<file path="src/verilog/tcpq_map.svh">
// Widths, counts and reset values of the quad timer/counter/PWM unit
`ifndef TCPQ_MAP_SVH
`define TCPQ_MAP_SVH

`define TCPQ_NUM_CH 4
`define TCPQ_CNT_W 16
`define TCPQ_DB_W 8
`define TCPQ_DIV_W 16
`define TCPQ_CNT_RST 16'h0000
`define TCPQ_CAP_RST 16'h0000
`define TCPQ_DB_RST 8'h00
`define TCPQ_DIV_RST 16'h0000
`define TCPQ_CNT_STEP 16'h0001
`define TCPQ_DB_STEP 8'h01
`define TCPQ_DIV_STEP 16'h0001

`endif

</file>
<file path="src/verilog/tcpq_pkg.sv">
// Types shared by the quad timer/counter/PWM unit
package tcpq_pkg;

   typedef enum logic {
      TCPQ_ONESHOT = 1'b0,
      TCPQ_RELOAD = 1'b1
   } tcpq_period_mode_t;

   typedef enum logic [1:0] {
      TCPQ_DB_SETTLED = 2'b00,
      TCPQ_DB_WAIT = 2'b01
   } tcpq_db_state_t;

endpackage : tcpq_pkg

</file>
<file path="src/verilog/tcpq_channel.sv">
// One 16-bit counter with period match, capture and compare
`timescale 1ns/1ps
`include "tcpq_map.svh"

module tcpq_channel
   import tcpq_pkg::*;
(
   // Clock and reset
   input wire logic mclk,
   input wire logic sys_rst,
   // Control
   input wire logic tick,
   input wire logic enable,
   input wire logic reload_mode,
   input wire logic [`TCPQ_CNT_W-1:0] period,
   input wire logic [`TCPQ_CNT_W-1:0] compare,
   input wire logic cap_pulse,
   // Status
   output logic [`TCPQ_CNT_W-1:0] count_q,
   output logic [`TCPQ_CNT_W-1:0] cap_q,
   output logic pwm_q,
   output logic tc_q,
   output logic run_q
);

   tcpq_period_mode_t mode;
   logic halted_q;
   logic match;
   logic advance;
   logic [`TCPQ_CNT_W-1:0] count_d;

   assign mode = tcpq_period_mode_t'(reload_mode);
   assign match = (count_q == period);
   assign advance = enable && !halted_q && tick;
   // On a match the counter either wraps to zero or parks on the period value
   assign count_d = !enable ? `TCPQ_CNT_RST :
                    !advance ? count_q :
                    match ? ((mode == TCPQ_RELOAD) ? `TCPQ_CNT_RST : count_q) :
                    count_q + `TCPQ_CNT_STEP;

   always_ff @(posedge mclk) begin
      if (sys_rst) begin
         count_q <= `TCPQ_CNT_RST;
         halted_q <= 1'b0;
         tc_q <= 1'b0;
      end else begin
         count_q <= count_d;
         halted_q <= enable && (halted_q || (advance && match && mode == TCPQ_ONESHOT));
         tc_q <= advance && match;
      end
   end

   always_ff @(posedge mclk) begin
      if (sys_rst) begin
         cap_q <= `TCPQ_CAP_RST;
         pwm_q <= 1'b0;
         run_q <= 1'b0;
      end else begin
         if (cap_pulse) begin
            cap_q <= count_q;
         end
         pwm_q <= enable && (count_q < compare);
         run_q <= enable && !halted_q;
      end
   end

endmodule : tcpq_channel

</file>
<file path="src/verilog/tcpq_top.sv">
// Quad 16-bit timer/counter/PWM with dead band and kill
`timescale 1ns/1ps
`include "tcpq_map.svh"

module tcpq_top
   import tcpq_pkg::*;
(
   // Clock and reset
   input wire logic mclk,
   input wire logic sys_rst,
   // Shared clock divider, enable every clk_div+1 cycles
   input wire logic [`TCPQ_DIV_W-1:0] clk_div,
   // Per-counter configuration
   input wire logic [`TCPQ_NUM_CH-1:0] cnt_enable,
   input wire logic [`TCPQ_NUM_CH-1:0] cnt_reload,
   input wire logic [`TCPQ_NUM_CH-1:0][`TCPQ_CNT_W-1:0] cnt_period,
   input wire logic [`TCPQ_NUM_CH-1:0][`TCPQ_CNT_W-1:0] cnt_compare,
   input wire logic [`TCPQ_NUM_CH-1:0][`TCPQ_DB_W-1:0] dead_time,
   // Capture event inputs, rising edge
   input wire logic [`TCPQ_NUM_CH-1:0] cap_event,
   // Kill
   input wire logic kill,
   input wire logic kill_latch,
   input wire logic kill_clear,
   input wire logic [`TCPQ_NUM_CH-1:0] kill_true_lvl,
   input wire logic [`TCPQ_NUM_CH-1:0] kill_comp_lvl,
   // PWM pins
   output logic [`TCPQ_NUM_CH-1:0] pwm_true_q,
   output logic [`TCPQ_NUM_CH-1:0] pwm_comp_q,
   // Status
   output logic [`TCPQ_NUM_CH-1:0][`TCPQ_CNT_W-1:0] count_q,
   output logic [`TCPQ_NUM_CH-1:0][`TCPQ_CNT_W-1:0] capture_q,
   output logic [`TCPQ_NUM_CH-1:0] cap_done_q,
   output logic [`TCPQ_NUM_CH-1:0] period_match_q,
   output logic [`TCPQ_NUM_CH-1:0] running_q,
   output logic kill_active_q
);

   // Divided clock enable
   logic [`TCPQ_DIV_W-1:0] div_cnt_q;
   logic [`TCPQ_DIV_W-1:0] div_cnt_d;
   logic div_wrap;
   logic tick_q;

   // Greater-or-equal so that lowering clk_div mid-count cannot strand the divider
   assign div_wrap = (div_cnt_q >= clk_div);
   assign div_cnt_d = div_wrap ? `TCPQ_DIV_RST : div_cnt_q + `TCPQ_DIV_STEP;

   always_ff @(posedge mclk) begin
      if (sys_rst) begin
         div_cnt_q <= `TCPQ_DIV_RST;
         tick_q <= 1'b0;
      end else begin
         div_cnt_q <= div_cnt_d;
         tick_q <= div_wrap;
      end
   end

   // Capture edge detect; pins are taken as synchronous to mclk
   logic [`TCPQ_NUM_CH-1:0] cap_prev_q;
   logic [`TCPQ_NUM_CH-1:0] cap_pulse;

   // Only a rising edge captures, so a held level cannot keep overwriting the count
   assign cap_pulse = cap_event & ~cap_prev_q;

   always_ff @(posedge mclk) begin
      if (sys_rst) begin
         cap_prev_q <= '0;
         cap_done_q <= '0;
      end else begin
         cap_prev_q <= cap_event;
         // Flag follows the most recent capture, one cycle pulse
         cap_done_q <= cap_pulse;
      end
   end

   // Kill: a latched kill holds until cleared; a new kill wins over the clear
   logic kill_hold_q;
   logic kill_now;

   // The hold only forms while kill_latch is high; without it the pins follow kill
   assign kill_now = kill || kill_hold_q;

   always_ff @(posedge mclk) begin
      if (sys_rst) begin
         kill_hold_q <= 1'b0;
         kill_active_q <= 1'b0;
      end else begin
         kill_hold_q <= kill_latch && (kill || (kill_hold_q && !kill_clear));
         kill_active_q <= kill_now;
      end
   end

   // Per-counter datapath and dead-band stage
   logic [`TCPQ_NUM_CH-1:0] pwm_raw;

   // Complementary leg only conducts while its counter is enabled, so a disabled
   // channel leaves both switches open
   function automatic logic tcpq_comp_leg(
      input logic en,
      input logic raw
   );
      return en && !raw;
   endfunction : tcpq_comp_leg

   genvar gi;
   generate
      for (gi = 0; gi < `TCPQ_NUM_CH; gi = gi + 1) begin : g_ch
         // Counter, capture and compare of one channel
         tcpq_channel u_chan (
            .mclk(mclk),
            .sys_rst(sys_rst),
            .tick(tick_q),
            .enable(cnt_enable[gi]),
            .reload_mode(cnt_reload[gi]),
            .period(cnt_period[gi]),
            .compare(cnt_compare[gi]),
            .cap_pulse(cap_pulse[gi]),
            .count_q(count_q[gi]),
            .cap_q(capture_q[gi]),
            .pwm_q(pwm_raw[gi]),
            .tc_q(period_match_q[gi]),
            .run_q(running_q[gi])
         );

         // Each edge of the raw PWM starts a dead interval with both legs off,
         // so the two switches of a half bridge never conduct together
         tcpq_db_state_t db_state_q;
         tcpq_db_state_t db_state_d;
         logic raw_prev_q;
         logic [`TCPQ_DB_W-1:0] db_cnt_q;
         logic [`TCPQ_DB_W-1:0] db_cnt_d;
         logic db_true_q;
         logic db_comp_q;
         logic db_true_d;
         logic db_comp_d;
         logic raw_edge;
         logic db_done;
         logic settle_comp;

         assign raw_edge = (pwm_raw[gi] != raw_prev_q);
         assign db_done = (db_cnt_q == `TCPQ_DB_RST);
         // Dead time is counted in divided ticks, so it scales with clk_div
         assign settle_comp = tcpq_comp_leg(cnt_enable[gi], pwm_raw[gi]);

         // With dead_time at zero both legs still rest off for one cycle

         always_comb begin
            db_state_d = db_state_q;
            db_cnt_d = db_cnt_q;
            db_true_d = db_true_q;
            db_comp_d = db_comp_q;
            if (raw_edge) begin
               db_cnt_d = dead_time[gi];
               db_true_d = 1'b0;
               db_comp_d = 1'b0;
               db_state_d = TCPQ_DB_WAIT;
            end else begin
               case (db_state_q)
                  TCPQ_DB_SETTLED: begin
                     db_true_d = pwm_raw[gi];
                     db_comp_d = settle_comp;
                  end
                  TCPQ_DB_WAIT: begin
                     if (db_done) begin
                        db_true_d = pwm_raw[gi];
                        db_comp_d = settle_comp;
                        db_state_d = TCPQ_DB_SETTLED;
                     end else if (tick_q) begin
                        db_cnt_d = db_cnt_q - `TCPQ_DB_STEP;
                     end
                  end
                  default: begin
                     db_state_d = TCPQ_DB_SETTLED;
                  end
               endcase
            end
         end

         always_ff @(posedge mclk) begin
            if (sys_rst) begin
               db_state_q <= TCPQ_DB_SETTLED;
               raw_prev_q <= 1'b0;
               db_cnt_q <= `TCPQ_DB_RST;
               db_true_q <= 1'b0;
               db_comp_q <= 1'b0;
            end else begin
               db_state_q <= db_state_d;
               raw_prev_q <= pwm_raw[gi];
               db_cnt_q <= db_cnt_d;
               db_true_q <= db_true_d;
               db_comp_q <= db_comp_d;
            end
         end

         // Kill bypasses the dead-band stage: only the pin flop sits in the path
         logic out_true_d;
         logic out_comp_d;

         assign out_true_d = kill_now ? kill_true_lvl[gi] : db_true_q;
         assign out_comp_d = kill_now ? kill_comp_lvl[gi] : db_comp_q;

         always_ff @(posedge mclk) begin
            if (sys_rst) begin
               pwm_true_q[gi] <= 1'b0;
               pwm_comp_q[gi] <= 1'b0;
            end else begin
               pwm_true_q[gi] <= out_true_d;
               pwm_comp_q[gi] <= out_comp_d;
            end
         end
      end
   endgenerate

endmodule : tcpq_top

</file>
<file path="config.mk">
export PLATFORM = sky130hd
export DESIGN_NAME = tcpq_top
export DESIGN_NICKNAME = d
export VERILOG_FILES = /design/src/verilog/tcpq_pkg.sv /design/src/verilog/tcpq_channel.sv /design/src/verilog/tcpq_top.sv
export VERILOG_INCLUDE_DIRS = /design/src /design/src/verilog
export SDC_FILE = /design/constraint.sdc
export NUM_CORES = 1
export LEC_CHECK = 0
export ABC_CLOCK_PERIOD_IN_PS = 2700
export BUFFER_PORTS_ARGS = -buffer_cell sky130_fd_sc_hd__buf_2
export CAP_MARGIN = 20
export CORE_ASPECT_RATIO = 1.2
export CORE_MARGIN = 5
export CORE_UTILIZATION = 53
export CTS_CLUSTER_SIZE = 12
export DETAILED_ROUTE_END_ITERATION = 8
export GPL_ROUTABILITY_DRIVEN = 1
export PLACE_DENSITY_LB_ADDON = 0.08
export RECOVER_POWER = 100
export SYNTH_ARGS = -nofsm -noshare
export SYNTH_HDL_FRONTEND = slang
export SYNTH_SLANG_ARGS = --single-unit
</file>
<file path="constraint.sdc">
create_clock -name mclk -period 2.7 [get_ports mclk]
set_input_delay 0 -clock mclk [delete_from_list [all_inputs] [get_ports mclk]]
set_output_delay 0 -clock mclk [all_outputs]
set_load 0.02 [all_outputs]
</file>
==> impl_metrics.toml <==
[status]
run_status = "complete, but fails checks"
failed_checks = "capacitance limit"

[power_and_ir_drop]
internal_power_mw = 6.069
pwr-share-comb_pct = 11.1
irDropWorstVdd_uv = 409.5
sw_frac_of_total_pct = 23.91
power_per_cell_area_nw_per_um2 = 492.5
netSwitchingPower_mw = 1.907
clock_power_share_pct = 44.8
share_seq_of_total_power_pct = 44.1
static-leakage-power_nw = 6.963

[synthesis]
synth-edff-count = 0
syn_area_per_cell_um2 = 7.964
post_synth_instance_area_um2 = 12610
ys_dominant_reg_cell = "sky130_fd_sc_hd__dfxtp_1"
syn_nets = 1873
count_of_state_elements_after_synthesis = 227
netlist_instances = 1584
synth_async_sr_flop_share_pct = 0
synth-seq-area-share_pct = 36.02
ys.warnings.count = 0
ys_types = 66

[detailed_routing]
detail_route.wl_per_cell_um = 15.97
route.antenna.remaining_nets = 0
post-route-drc-count = 0
drt-total-wl_mm = 37.27
drt_iter0_markers = 467
routed_via_density = 5.437
detailroute.via_count = 12691
first_pass_iters = 5

[clocking]
cts_tree = "yes"
clk_latency_ns = 0.51
cts.root.buffer_cell = "sky130_fd_sc_hd__clkbuf_16"
cts.sink_count = 227
htreeDepth = 1
clkSlewWorstSetupHoldPaths_ns = 0.06
cts_made_buffers = 25
cts-root-to-sink-buffers = 3

[global_route]
gr-usage-all-layers_pct = 26.47
wire_length_of_the_first_global_routing_pass_mm = 59.28
globalRouteOverflowTotal = 0
grt_pass1_vias = 12440
grt_max_degree = 48
grt_antenna_before_repair = 1

[worst_setup_path]
worstPathMaxFanout = 9
worst-path-stages = 8
ff2ff_setup_slack_ns = 0.16
cpPeakStageDelay_ns = 0.56
critPathArrivalTime_ns = 2.99
worstReg2RegEnd = "g_ch[1].u_chan.halted_q"
worst-endpoint-required_ns = 3.15
critPathMostFrequentCell = "sky130_fd_sc_hd__dlygate4sd3_1"
crit_buf_inv = 3
critical_path.startpoint_type = "register"
worstRegToRegCells = 8
regToRegStartpoint = "g_ch[1].u_chan.count_q[0]"
crit_path_end = "g_ch[1].u_chan.halted_q"
critical_path_class = "register to register"
worstPathCellList = "xnor2_1 > nand4_1 > nor4_1 > buf_4 > a31oi_1 > dlygate4sd3_1 > nor2_1 > dlygate4sd3_1"
critical_path.slowest_cell = "sky130_fd_sc_hd__dlygate4sd3_1"
critPathLaunch = "g_ch[1].u_chan.count_q[0]"
endpoint_kind = "register"
cp_top_family = "buffers and inverters"

[timing]
max-slew-margin-rel_pct = 0.02987
max_slew.worst_pin.slew_ns = 1.500
fin_worst_hold_slack_ns = 0.05323
timing.final.crit_period_ns = 2.536
finalSetupTns_ns = 0
timing.clock.skew_ns = 0.008533
final_min_period_over_clock_period_pct = 93.93
finalSetupViolCount = 0
timing_hold_violations_final = 0
slew_viol_final = 0
clock.fmax_mhz = 394.3
rsz0062_at_grt = "false"

[placed_design]
finalWeightedCongestion = 0.9233
place.detailed.hpwl_mm = 26.98
portBuffers = 349
dpl_cell_area_um2 = 14680

[cells_and_area]
fin_area_um2 = 16200
final_common_cell = "sky130_fd_sc_hd__dfxtp_1"
fin_nets = 2292
final_layout_size_suffix_gt1_share_pct = 15.81
layout.cells.most_common_list = "224 x sky130_fd_sc_hd__dfxtp_1, 213 x sky130_fd_sc_hd__nand2_1, 208 x sky130_fd_sc_hd__buf_2"
layout-area-overhead-vs-synth_pct = 28.40

[floorplanning]
die_area_um2 = 27000
rows = 61
pin_count = 350
core_area_um2 = 23350
floorplan.die.width_um = 150.8
initial_core_utilization_pct = 54.01
die_h_um = 179

[flow_run]
maxCapViolCount = 1

[worst_hold_path]
worstHoldPathType = "primary input to register"
==> final cells by class <==
type,instances,area (um^2)
antenna,1,2.502
clock buffer,38,764.5
clock inverter,4,95.09
fill,2033,7158
inverter,105,394.1
multi-input combinational,1159,7234
sequential,227,4548
tap,315,394.1
timing repair buffer,485,2764
==> synthesized netlist by cell type (3+ instances only) <==
library cell,count,area (um^2)
sky130_fd_sc_hd__nand4_1,29,181.4
sky130_fd_sc_hd__a22oi_1,13,97.59
sky130_fd_sc_hd__o21ai_1,7,35.03
sky130_fd_sc_hd__or3_1,12,75.07
sky130_fd_sc_hd__nor2_1,146,548.0
sky130_fd_sc_hd__clkbuf_1,46,172.7
sky130_fd_sc_hd__buf_2,27,135.1
sky130_fd_sc_hd__nand2b_1,27,168.9
sky130_fd_sc_hd__nor4_1,19,118.9
sky130_fd_sc_hd__nor3_1,37,185.2
sky130_fd_sc_hd__buf_1,8,30.03
sky130_fd_sc_hd__nor2b_1,28,175.2
sky130_fd_sc_hd__inv_1,105,394.1
sky130_fd_sc_hd__o31ai_1,3,22.52
sky130_fd_sc_hd__or4_1,5,37.54
sky130_fd_sc_hd__o21ai_0,39,195.2
sky130_fd_sc_hd__a311oi_1,7,61.31
sky130_fd_sc_hd__mux2_2,6,67.56
sky130_fd_sc_hd__a22o_1,3,26.28
sky130_fd_sc_hd__o211ai_1,4,30.03
sky130_fd_sc_hd__a21oi_1,150,750.7
sky130_fd_sc_hd__nand3_1,51,255.2
sky130_fd_sc_hd__a21o_1,23,172.7
sky130_fd_sc_hd__and4_1,8,70.07
sky130_fd_sc_hd__a211oi_1,26,195.2
sky130_fd_sc_hd__and2_1,5,31.28
sky130_fd_sc_hd__o21a_1,8,60.06
sky130_fd_sc_hd__xnor2_1,37,324.1
sky130_fd_sc_hd__o22ai_1,13,81.33
sky130_fd_sc_hd__buf_4,9,67.56
sky130_fd_sc_hd__nand3b_1,4,30.03
sky130_fd_sc_hd__nand2_1,213,799.5
sky130_fd_sc_hd__a2111oi_0,4,35.03
sky130_fd_sc_hd__a31oi_1,11,68.82
sky130_fd_sc_hd__dfxtp_1,227,4544
sky130_fd_sc_hd__xor2_1,65,569.3
sky130_fd_sc_hd__ha_1,88,1101
sky130_fd_sc_hd__nor4_2,10,125.1
sky130_fd_sc_hd__and3_1,9,56.30
sky130_fd_sc_hd__mux2i_1,14,140.1
==> metrics by stage <==
step	setup slack [ns]	util (%)	cells	total power [mW]
floorplan	0.5362	-	1584	4.052
finish	0.1638	69.35	2334	7.976
global route	0.01338	69.35	2334	8.283
CTS	0.05828	70.20	2329	8.046
global placement	0.5561	62.87	2202	4.354
detailed placement	0.5111	62.87	2202	4.367
==> kinds of logic (layout without fill, tap and decap cells) <==
logic type / Yosys count / count (layout) / share of synthesized area [%]
compound gates: 330 / 330 / 16.24
flops: 227 / 227 / 36.02
mux: 20 / 20 / 1.646
xor+xnor: 102 / 102 / 7.082
buf+inv: 198 / 632 / 6.507
other cells: 0 / 1 / 0
simple gates: 619 / 619 / 23.77
fa+ha+maj: 88 / 88 / 8.728
==> power groups by stage <==
stage / sequential, mW / clock (mW) / combinational, mW
finish: 3.52 / 3.57 / 0.886
global route: 3.53 / 3.78 / 0.979
CTS: 3.51 / 3.64 / 0.890
detailed placement: 3.59 / 0 / 0.781
global placement: 3.58 / 0 / 0.769
floorplan: 3.58 / 0 / 0.470
==> sequential cells by signal, indices dropped and copies added (netlist names) <==
name / cells
g_ch.db_true_q: 4
g_ch.u_chan.count_q: 64
g_ch.u_chan.run_q: 4
g_ch.u_chan.halted_q: 4
g_ch.db_comp_q: 4
g_ch.u_chan.cap_q: 64
cap_done_q: 4
kill_hold_q: 1
g_ch.db_cnt_q: 32
pwm_true_q: 4
cap_prev_q: 4
div_cnt_q: 16
g_ch.u_chan.tc_q: 4
g_ch.db_state_q: 4
pwm_comp_q: 4
tick_q: 1
kill_active_q: 1
g_ch.raw_prev_q: 4
g_ch.u_chan.pwm_q: 4
==> worst min-delay path: cells and delay by family <==
family	cells	cell delay, ns
adders and majority gates	1	0.13
buffers and inverters	2	0.15
AOI/OAI and AO/OA	2	0.22
==> how the worst min path moves through the flow <==
stage | cells after the start | start | to
after floorplan | 2 | dead_time[9] | g_ch[1].db_cnt_q[1]
after detailed placement | 2 | kill_latch | kill_hold_q
final | 5 | cnt_compare[43] | g_ch[2].u_chan.pwm_q
after global routing | 5 | cnt_compare[47] | g_ch[2].u_chan.pwm_q
after CTS | 5 | cnt_compare[43] | g_ch[2].u_chan.pwm_q
after global placement | 2 | kill_latch | kill_hold_q
==> metal layers <==
layer | track usage [%] | part of all wire [%] | vias to the layer above
li1 | - | - | 6292
met1 | 31.70 | 41 | 5858
met5 | 0 | 0 | -
met4 | 9.184 | 2.9 | 0
met3 | 5.183 | 8.2 | 80
met2 | 47.09 | 48 | 461
==> timing repair <==
action                                 in CTS  in global routing
hold buffers                               85                  0
setup endpoints to repair                   0                  3
endpoints found under the hold margin      86                  0
gates resized for setup                     0                  6
buffers inserted                            0                  4
Power figures use the tool's default switching activity.
